### src/hdl/ect_pkg.sv
package ect_pkg;

  // Decode entry: [7] conditional branch, [5:4] bytes, [3:0] taken cycles
  localparam int ECT_F_COND  = 7;
  localparam int ECT_F_LEN_H = 5;
  localparam int ECT_F_LEN_L = 4;
  localparam int ECT_F_CYC_H = 3;
  localparam int ECT_F_CYC_L = 0;

  // Low-nibble column groups of the opcode map
  localparam int ECT_NGRP = 8;

  // Entries per group, indexed by the opcode high nibble
  localparam logic [7:0] ECT_TBL [ECT_NGRP][16] = '{
    // x0: misc, bit branches, pointer load, stack, data_pointer_16 external moves
    '{8'h11, 8'hb4, 8'hb4, 8'hb4, 8'ha3, 8'ha3, 8'ha3, 8'ha3,
      8'h23, 8'h33, 8'h22, 8'h22, 8'h22, 8'h22, 8'h13, 8'h13},
    // x1: absolute jump and call
    '{8'h23, 8'h23, 8'h23, 8'h23, 8'h23, 8'h23, 8'h23, 8'h23,
      8'h23, 8'h23, 8'h23, 8'h23, 8'h23, 8'h23, 8'h23, 8'h23},
    // x2: long jump/call, returns, logic into direct, bit ops, R0 moves
    '{8'h34, 8'h34, 8'h15, 8'h15, 8'h22, 8'h22, 8'h22, 8'h22,
      8'h22, 8'h22, 8'h22, 8'h22, 8'h22, 8'h22, 8'h13, 8'h13},
    // x3: rotates, logic immediate into direct, code reads, R1 moves
    '{8'h11, 8'h11, 8'h11, 8'h11, 8'h33, 8'h33, 8'h33, 8'h13,
      8'h13, 8'h13, 8'h11, 8'h11, 8'h11, 8'h11, 8'h13, 8'h13},
    // x4: accumulator and immediate operations
    '{8'h11, 8'h11, 8'h22, 8'h22, 8'h22, 8'h22, 8'h22, 8'h22,
      8'h18, 8'h22, 8'h14, 8'hb4, 8'h11, 8'h11, 8'h11, 8'h12},
    // x5: direct operand; column A is the spare opcode, run as no-op
    '{8'h22, 8'h22, 8'h22, 8'h22, 8'h22, 8'h22, 8'h22, 8'h33,
      8'h33, 8'h22, 8'h11, 8'hb5, 8'h22, 8'hb4, 8'h22, 8'h22},
    // x6/x7: indirect RAM operand
    '{8'h12, 8'h12, 8'h12, 8'h12, 8'h12, 8'h12, 8'h12, 8'h22,
      8'h22, 8'h12, 8'h22, 8'hb5, 8'h12, 8'h12, 8'h12, 8'h12},
    // x8..xF: bank register operand
    '{8'h11, 8'h11, 8'h11, 8'h11, 8'h11, 8'h11, 8'h11, 8'h22,
      8'h22, 8'h11, 8'h22, 8'hb4, 8'h11, 8'ha3, 8'h11, 8'h11}
  };

  // Opcodes with side effects toward memories, plus the spare opcode
  localparam logic [7:0] ECT_OP_SPARE    = 8'ha5;
  localparam logic [7:0] ECT_OP_CODE_DP  = 8'h93;
  localparam logic [7:0] ECT_OP_CODE_PC  = 8'h83;
  localparam logic [7:0] ECT_OP_XRD_DP   = 8'he0;
  localparam logic [7:0] ECT_OP_XWR_DP   = 8'hf0;
  localparam logic [6:0] ECT_OP_XRD_RI   = 7'h71; // e2/e3
  localparam logic [6:0] ECT_OP_XWR_RI   = 7'h79; // f2/f3

  // Direct addresses at or above this select the special register space
  localparam logic [7:0] ECT_SFR_BASE    = 8'h80;

  // Reset values
  localparam logic [3:0]  ECT_CNT_RST    = 4'h0;
  localparam logic [15:0] ECT_ADDR_RST   = 16'h0000;
  localparam logic [1:0]  ECT_LEN_RST    = 2'h0;

  typedef struct packed {
    logic [3:0]  cnt;       // Cycles left of current instruction
    logic        ready;     // Next instruction may issue
    logic        done;      // Last execution cycle
    logic [1:0]  len;       // Program bytes of current instruction
    logic [3:0]  cyc;       // Cycles charged to current instruction
    logic        cond;      // Current instruction is a conditional branch
    logic        xrd;       // External data read strobe
    logic        xwr;       // External data write strobe
    logic        fwr;       // Flash program write strobe
    logic        fer;       // Flash erase strobe
    logic        crd;       // Code byte read strobe
    logic [15:0] addr;      // Memory address for the strobes
    logic [15:0] target;    // Relative branch destination
    logic        dir_sfr;   // Direct operand lands in register space
    logic        busy;      // Execution cycles still running
  } ect_state_t;

endpackage : ect_pkg

### src/hdl/ect_core_timing.sv
`timescale 1ns/1ps

// Behaviour
// - Opcodes decode to the classic encoding; only timing differs.
// - Every duration is counted in system clocks, never machine cycles.
// - Most instructions take as many cycles as program bytes.
// - Untaken conditional branch finishes one cycle earlier than taken.
// - External data write can instead program or erase on-chip flash.
// - Add, add-carry, subtract: register 1/1, direct/immediate 2/2, @ 1/2.
// - Inc/dec A or register 1, direct/indirect 2; pointer 1, mul 4, div 8.
// - Logic into A 1 or 2 cycles; into direct 2/2 or 3/3.
// - Clear of A or carry, rotates, swap 1/1; complement of A 1 byte 2 cycles.
// - Direct-to-direct and immediate-to-direct moves take 3 bytes, 3.
// - Moves into indirect RAM take 2 cycles, from A 1 byte; indirect to direct 2/2.
// - Loading 16-bit data pointer with immediate takes 3 bytes, 3 cycles.
// - Code byte reads take 1 byte, 3 cycles; A plus pointer or PC.
// - External data reads and writes take 1 byte, 3 cycles.
// - Push and pop of a direct byte take 2 bytes, 2 cycles.
// - Exchange: register 1, direct 2/2, indirect and low nibble 1/2.
// - Relative offset is signed 8-bit, added to next instruction address.
// - Direct address 00-7F is data RAM, 80-FF special registers.
// - Spare opcode A5 executes exactly as a no-operation.
module ect_core_timing
  import ect_pkg::*;
(
  input  wire logic        i_mclk,
  input  wire logic        i_rst,
  input  wire logic        i_issue,
  input  wire logic [7:0]  i_opcode,
  input  wire logic        i_taken,
  input  wire logic [15:0] i_pc_next,
  input  wire logic [7:0]  i_rel,
  input  wire logic [7:0]  i_direct,
  input  wire logic [7:0]  i_acc,
  input  wire logic [7:0]  i_ri,
  input  wire logic [15:0] i_data_pointer_16,
  input  wire logic        i_flash_wr_en,
  input  wire logic        i_flash_erase,
  output logic             o_ready,
  output logic             o_busy,
  output logic             o_done,
  output logic [1:0]       o_len,
  output logic [3:0]       o_cycles,
  output logic             o_cond,
  output logic             o_external_data_space_rd,
  output logic             o_external_data_space_wr,
  output logic             o_flash_wr,
  output logic             o_flash_erase,
  output logic             o_code_rd,
  output logic [15:0]      o_addr,
  output logic [15:0]      o_target,
  output logic             o_dir_sfr
);

  ect_state_t st;
  ect_state_t next_st;

  // Map the low nibble to its column group
  function automatic logic [2:0] grp_of(input logic [3:0] lo);
    logic [2:0] g;
    g = 3'h7;
    if (lo < 4'h6)
      g = lo[2:0];
    else if (lo < 4'h8)
      g = 3'h6;
    return g;
  endfunction : grp_of

  logic [7:0]  ent;
  logic [3:0]  cyc_taken;
  logic        is_cond;
  logic        accept;
  logic        is_xwr;
  logic        is_xrd;
  logic        is_ri;
  logic [15:0] rel_ext;

  // Decode the opcode through the timing table (one lookup, every opcode)
  always_comb
  begin
    // One entry per column group and high nibble
    ent       = ECT_TBL[grp_of(i_opcode[3:0])][i_opcode[7:4]];
    cyc_taken = ent[ECT_F_CYC_H:ECT_F_CYC_L];
    is_cond   = ent[ECT_F_COND];
    is_ri     = (i_opcode[7:1] == ECT_OP_XRD_RI) ||
                (i_opcode[7:1] == ECT_OP_XWR_RI);
    is_xrd    = (i_opcode == ECT_OP_XRD_DP) ||
                (i_opcode[7:1] == ECT_OP_XRD_RI);
    is_xwr    = (i_opcode == ECT_OP_XWR_DP) ||
                (i_opcode[7:1] == ECT_OP_XWR_RI);
    rel_ext   = {{8{i_rel[7]}}, i_rel};
    accept    = i_issue && st.ready;
  end

  // Next state: load on issue, else count down in plain clock cycles
  always_comb
  begin
    next_st      = st;
    next_st.xrd  = 1'b0;
    next_st.xwr  = 1'b0;
    next_st.fwr  = 1'b0;
    next_st.fer  = 1'b0;
    next_st.crd  = 1'b0;
    if (accept)
    begin
      next_st.len  = ent[ECT_F_LEN_H:ECT_F_LEN_L];
      next_st.cond = is_cond;
      // Untaken branch skips the refetch cycle
      if (is_cond && !i_taken)
        next_st.cyc = cyc_taken - 4'h1;
      else
        next_st.cyc = cyc_taken;
      next_st.cnt     = next_st.cyc;
      next_st.target  = i_pc_next + rel_ext;
      next_st.dir_sfr = (i_direct >= ECT_SFR_BASE);
      next_st.addr    = ECT_ADDR_RST;
      // Code reads use accumulator plus pointer or next PC
      if (i_opcode == ECT_OP_CODE_DP)
      begin
        next_st.crd  = 1'b1;
        next_st.addr = i_data_pointer_16 + {8'h00, i_acc};
      end
      else if (i_opcode == ECT_OP_CODE_PC)
      begin
        next_st.crd  = 1'b1;
        next_st.addr = i_pc_next + {8'h00, i_acc};
      end
      else if (is_xrd || is_xwr)
        next_st.addr = is_ri ? {8'h00, i_ri} : i_data_pointer_16;
      next_st.xrd = is_xrd;
      // Writes go to flash when the flash controller has armed it
      if (is_xwr && i_flash_wr_en)
      begin
        next_st.fwr = !i_flash_erase;
        next_st.fer = i_flash_erase;
      end
      else
        next_st.xwr = is_xwr;
    end
    else if (st.cnt != ECT_CNT_RST)
      next_st.cnt = st.cnt - 4'h1;
    // Ready from the last busy cycle on, so one-cycle ops run back to back
    next_st.ready = (next_st.cnt <= 4'h1);
    next_st.done  = (next_st.cnt == 4'h1);
    // Registered so the busy output needs no gate after the flop
    next_st.busy  = (next_st.cnt != ECT_CNT_RST);
  end

  // State register with synchronous reset
  always_ff @(posedge i_mclk)
  begin
    if (i_rst)
    begin
      st       <= '0;
      st.cnt   <= ECT_CNT_RST;
      st.len   <= ECT_LEN_RST;
      st.addr  <= ECT_ADDR_RST;
      st.ready <= 1'b1;
    end
    else
      st <= next_st;
  end

  // Every output straight from the state register
  assign o_ready       = st.ready;
  assign o_busy        = st.busy;
  assign o_done        = st.done;
  assign o_len         = st.len;
  assign o_cycles      = st.cyc;
  assign o_cond        = st.cond;
  assign o_external_data_space_rd    = st.xrd;
  assign o_external_data_space_wr    = st.xwr;
  assign o_flash_wr    = st.fwr;
  assign o_flash_erase = st.fer;
  assign o_code_rd     = st.crd;
  assign o_addr        = st.addr;
  assign o_target      = st.target;
  assign o_dir_sfr     = st.dir_sfr;

endmodule : ect_core_timing

### config.mk
export PLATFORM = sky130hd
export DESIGN_NAME = ect_core_timing
export DESIGN_NICKNAME = d
export VERILOG_FILES = /design/src/hdl/ect_pkg.sv /design/src/hdl/ect_core_timing.sv
export SDC_FILE = /design/constraint.sdc
export NUM_CORES = 1
export LEC_CHECK = 0
export CORE_AREA = 5 5 103 105
export DETAILED_ROUTE_END_ITERATION = 8
export DIE_AREA = 0 0 108 110
export DONT_BUFFER_PORTS = 1
export PLACE_DENSITY = 0.7
export SETUP_SLACK_MARGIN = 0.5
export SKIP_LAST_GASP = 1
export SLEW_MARGIN = 20
export SYNTH_ARGS = -nofsm -noshare
export SYNTH_HDL_FRONTEND = slang
export SYNTH_SLANG_ARGS = --single-unit
export TNS_END_PERCENT = 30
### constraint.sdc
create_clock -name i_mclk -period 3.7 [get_ports i_mclk]
set_input_delay 0.74 -clock i_mclk [delete_from_list [all_inputs] [get_ports i_mclk]]
set_output_delay 0.74 -clock i_mclk [all_outputs]
set_load 0.01 [all_outputs]
==> metrics.log <==
INFO  metric setup.worst_path.start_class = primary input
INFO  metric power.density_cell_area = 387 mW/mm^2
INFO  metric place_congestion = 0.910
INFO  metric postSynthNetCount = 803
INFO  metric n_fill_cell = 953
INFO  metric fin_setup_tns = 0 ns
INFO  metric antenna-diode-count = 0
INFO  metric worst_reg2reg_path_endpoint = o_busy$_SDFF_PP0_
INFO  metric ys_top_cells_by_count = sky130_fd_sc_hd__a21oi_1, sky130_fd_sc_hd__nand2_1, sky130_fd_sc_hd__dfxtp_1, sky130_fd_sc_hd__o21ai_0, sky130_fd_sc_hd__nor2_1
INFO  metric worst_path_arrival = 3.36 ns
INFO  metric postCtsHoldBufs = 0
INFO  metric routed-via-count = 4852
INFO  metric synth.cell_area = 0.00514 mm^2
INFO  metric boundaryPins = 126
INFO  metric antenna_found_initial = 0
INFO  metric synth_top_flop_cell = sky130_fd_sc_hd__dfxtp_1
INFO  metric crit_fanout = 10
INFO  metric antenna_left = 0
INFO  metric die_h = 110 um
INFO  metric finalWorstPathRequiredPeriod = 3.15 ns
INFO  metric finish.utilization = 53.4%
INFO  metric drt_drc_violations_left = 0
INFO  metric netlist.area_leader.share = 20.3%
INFO  metric relSlewSlack = 49.7%
INFO  metric placement_rows = 36
INFO  metric final_hold_violation_count = 0
INFO  metric pin_count_of_the_biggest_net_entering_global_routing = 44
INFO  metric hold_slack = 0.475 ns
INFO  metric area_growth = -0.779%
INFO  metric tritoncts_clock_tree = done
INFO  metric grt_pass1_vias = 4654
INFO  metric yosysSeqAreaShare = 20.3%
INFO  metric netlist-cell-type-count = 69
INFO  metric core_area = 0.00955 mm^2
INFO  metric cts-buffers-inserted = 5
INFO  metric design_power_total = 1.97 mW
INFO  metric avgRoutedWirePerCell = 18.6 um
INFO  metric drt-vias-per-instance = 6.41
INFO  metric synth_edf_count = 0
INFO  metric fp.dieW = 108 um
INFO  metric global_route.overflow_total = 0
INFO  metric outcome = finished clean
INFO  metric clkSlewWorstSetupHoldPaths = 0.12 ns
INFO  metric cp-endpoint = o_busy$_SDFF_PP0_
INFO  metric whs_path_depth = 1
INFO  metric worst_ir_drop_vdd = 0.199 mV
INFO  metric worstSetupStartpoint = i_opcode[1]
INFO  metric number_of_register_bits_inferred_by_synthesis = 52
INFO  metric synth-warning-count = 0
INFO  metric reported_max_cap_violation_count = 0
INFO  metric cts_max_path_buffers = 2
INFO  metric worstMarginPinSlew = 0.754 ns
INFO  metric worst-setup-path-type = in2reg
INFO  metric rrSetupSlack = 1.71 ns
INFO  metric syn-instance-count = 683
INFO  metric asyncSetResetFlopFracSynth = 0%
INFO  metric worst_clock_skew = 0.0111 ns
INFO  metric initialDrtViolationCount = 382
INFO  metric cts_max_level = 2
INFO  metric share_of_the_cycle_needed_by_the_critical_path_after_routing = 85.1%
INFO  metric cts_root_buffer = sky130_fd_sc_hd__clkbuf_8
INFO  metric worst-r2r-cell-count = 6
INFO  metric report.final.setup_viol = 0
INFO  metric critical_path.endpoint_type = register
INFO  metric total_die_area = 0.0119 mm^2
INFO  metric routed_wirelength = 14.1 mm
INFO  metric synth_top_cells_by_area = sky130_fd_sc_hd__dfxtp_1, sky130_fd_sc_hd__ha_1, sky130_fd_sc_hd__a21oi_1, sky130_fd_sc_hd__buf_4, sky130_fd_sc_hd__o21ai_0
INFO  metric maxSlewViolCount = 0
INFO  metric synth.largest_area_cell = sky130_fd_sc_hd__dfxtp_1
INFO  metric worstReg2RegStart = st[48]$_SDFF_PP0_
INFO  metric unrepaired_setup_endpoints_after_global_routing = yes
INFO  metric syn_area_per_cell = 7.52 um^2
INFO  metric maxClockFrequency = 0.318 GHz
INFO  metric worst_hold_path_type = in2reg
INFO  metric post-dp-hpwl = 10.7 mm
INFO  metric required_time_of_the_worst_setup_path = 3.91 ns
INFO  metric layout-drive-gt1-share = 8.17%
INFO  metric yosysMostFrequentCell = sky130_fd_sc_hd__a21oi_1
INFO  metric total_leakage_power = 1.99 nW
INFO  metric total_iterations_of_the_first_detailed_routing_run = 5
INFO  metric initial_utilization = 53.8%
INFO  metric grt_pass1_wl = 22.7 mm
INFO  metric finalNetCount = 743
INFO  metric clk-insertion-delay-late = 0.32 ns
INFO  metric grt_use_total = 23.8%
INFO  metric portBuffers = 0
INFO  metric cts.sinks = 52
==> cells in the final DEF, fill, tap and decap left out, types with 6 or more instances in the layout <==
cell | synthesis | final
sky130_fd_sc_hd__buf_4 | 38 | 11
sky130_fd_sc_hd__nor2_1 | 47 | 47
sky130_fd_sc_hd__or3_1 | 8 | 8
sky130_fd_sc_hd__mux2i_1 | 12 | 12
sky130_fd_sc_hd__a21o_1 | 7 | 7
sky130_fd_sc_hd__nand3_1 | 11 | 11
sky130_fd_sc_hd__a21oi_1 | 62 | 60
sky130_fd_sc_hd__dfxtp_1 | 52 | 52
sky130_fd_sc_hd__a211oi_1 | 19 | 19
sky130_fd_sc_hd__and2_1 | 11 | 11
sky130_fd_sc_hd__xnor2_1 | 14 | 14
sky130_fd_sc_hd__o21ai_0 | 51 | 51
sky130_fd_sc_hd__inv_1 | 17 | 13
sky130_fd_sc_hd__nand2_1 | 54 | 52
sky130_fd_sc_hd__nor3_1 | 23 | 23
sky130_fd_sc_hd__a31oi_1 | 12 | 12
sky130_fd_sc_hd__and3_1 | 9 | 9
sky130_fd_sc_hd__nor2b_1 | 12 | 12
sky130_fd_sc_hd__o21a_1 | 6 | 6
sky130_fd_sc_hd__nand4_1 | 8 | 8
sky130_fd_sc_hd__nand2b_1 | 11 | 11
sky130_fd_sc_hd__o211ai_1 | 9 | 9
sky130_fd_sc_hd__o22ai_1 | 9 | 9
sky130_fd_sc_hd__ha_1 | 39 | 35
sky130_fd_sc_hd__xor2_1 | 18 | 18
==> power breakdown <==
part	total [mW]	internal [mW]	switching (mW)	leakage (nW)
sequential	0.796	0.675	0.121	0.427
combinational	0.810	0.350	0.460	1.51
clock	0.365	0.139	0.226	0.0452
==> stage by stage <==
step / setup WS (ns) / instances / instance area (um^2)
finish: 0.552 / 757 / 5100
global route: 0.452 / 757 / 5100
CTS: 0.563 / 756 / 5070
floorplan: 0.169 / 683 / 5220
detailed placement: 0.234 / 748 / 4980
global placement: 0.286 / 748 / 4980
==> registers in the layout, summed over array words and instances, names as in the netlist <==
signal / flops
st: 4
o_code_rd: 1
o_cond: 1
o_cycles: 4
o_ready: 1
o_done: 1
o_addr: 16
o_dir_sfr: 1
o_busy: 1
o_len: 2
o_flash_erase: 1
o_flash_wr: 1
o_external_data_space_wr: 1
o_target: 16
o_external_data_space_rd: 1
==> cell families (layout without fill, tap and decap cells) <==
family,after synthesis,in the layout,share of synthesized area [%]
AOI/OAI and AO/OA,225,225,28.3
and+or+nand+nor,224,224,22.6
buffers and inverters,95,36,10.1
DFF,52,52,20.3
adders and majority gates,42,42,10.7
xor gates and xnor gates,32,32,5.46
muxes,13,13,2.56
==> what timing repair did <==
action	CTS	global route
endpoints found under the setup margin	0	2
setup buffers	0	1
resized for setup	0	4
==> layer usage <==
| metal | vias up | wire length, um | track usage (%) |
|---|---|---|---|
| li1 | 2370 | - | - |
| met1 | 2276 | 5480 | 27.3 |
| met2 | 184 | 6870 | 41.4 |
| met3 | 22 | 1450 | 8.04 |
| met4 | 0 | 281 | 8.39 |
| met5 | - | 0 | 0 |
==> layout make-up <==
cell class | count | area [um^2] | area share, %
sequential | 52 | 1040 | 20.4
tap | 133 | 166 | 3.27
inverter | 17 | 66.3 | 1.30
timing repair buffer | 11 | 82.6 | 1.62
multi-input combinational | 536 | 3650 | 71.5
clock buffer | 5 | 68.8 | 1.35
clock inverter | 3 | 25.0 | 0.491
==> worst min path at each step <==
stage,end,from,slack (ns)
2_1_floorplan,o_target[6]$_SDFFE_PP0P_,o_target[6]$_SDFFE_PP0P_,0.43
3_3_place_gp,o_cond$_SDFFE_PP0P_,o_cond$_SDFFE_PP0P_,0.49
3_5_place_dp,o_target[5]$_SDFFE_PP0P_,o_target[5]$_SDFFE_PP0P_,0.49
4_1_cts,o_target[5]$_SDFFE_PP0P_,i_rst,0.46
5_1_grt,o_addr[11]$_SDFFE_PP0P_,i_rst,0.45
6_report,o_addr[11]$_SDFFE_PP0P_,i_rst,0.47
==> critical path: stages <==
cell and delay (ns):
sky130_fd_sc_hd__nand2_2 0.05, sky130_fd_sc_hd__a21oi_4 0.19, sky130_fd_sc_hd__inv_4 0.08, sky130_fd_sc_hd__ha_4 0.19
sky130_fd_sc_hd__o21bai_1 0.15, sky130_fd_sc_hd__a32oi_1 0.15, sky130_fd_sc_hd__o221ai_1 0.13, sky130_fd_sc_hd__or4_4 0.45
sky130_fd_sc_hd__or2_4 0.26, sky130_fd_sc_hd__inv_2 0.08, sky130_fd_sc_hd__ha_4 0.12, sky130_fd_sc_hd__nand2_2 0.04
sky130_fd_sc_hd__xnor2_1 0.13, sky130_fd_sc_hd__a22o_1 0.30, sky130_fd_sc_hd__o31a_1 0.28
(Power assumes the default switching activity.)
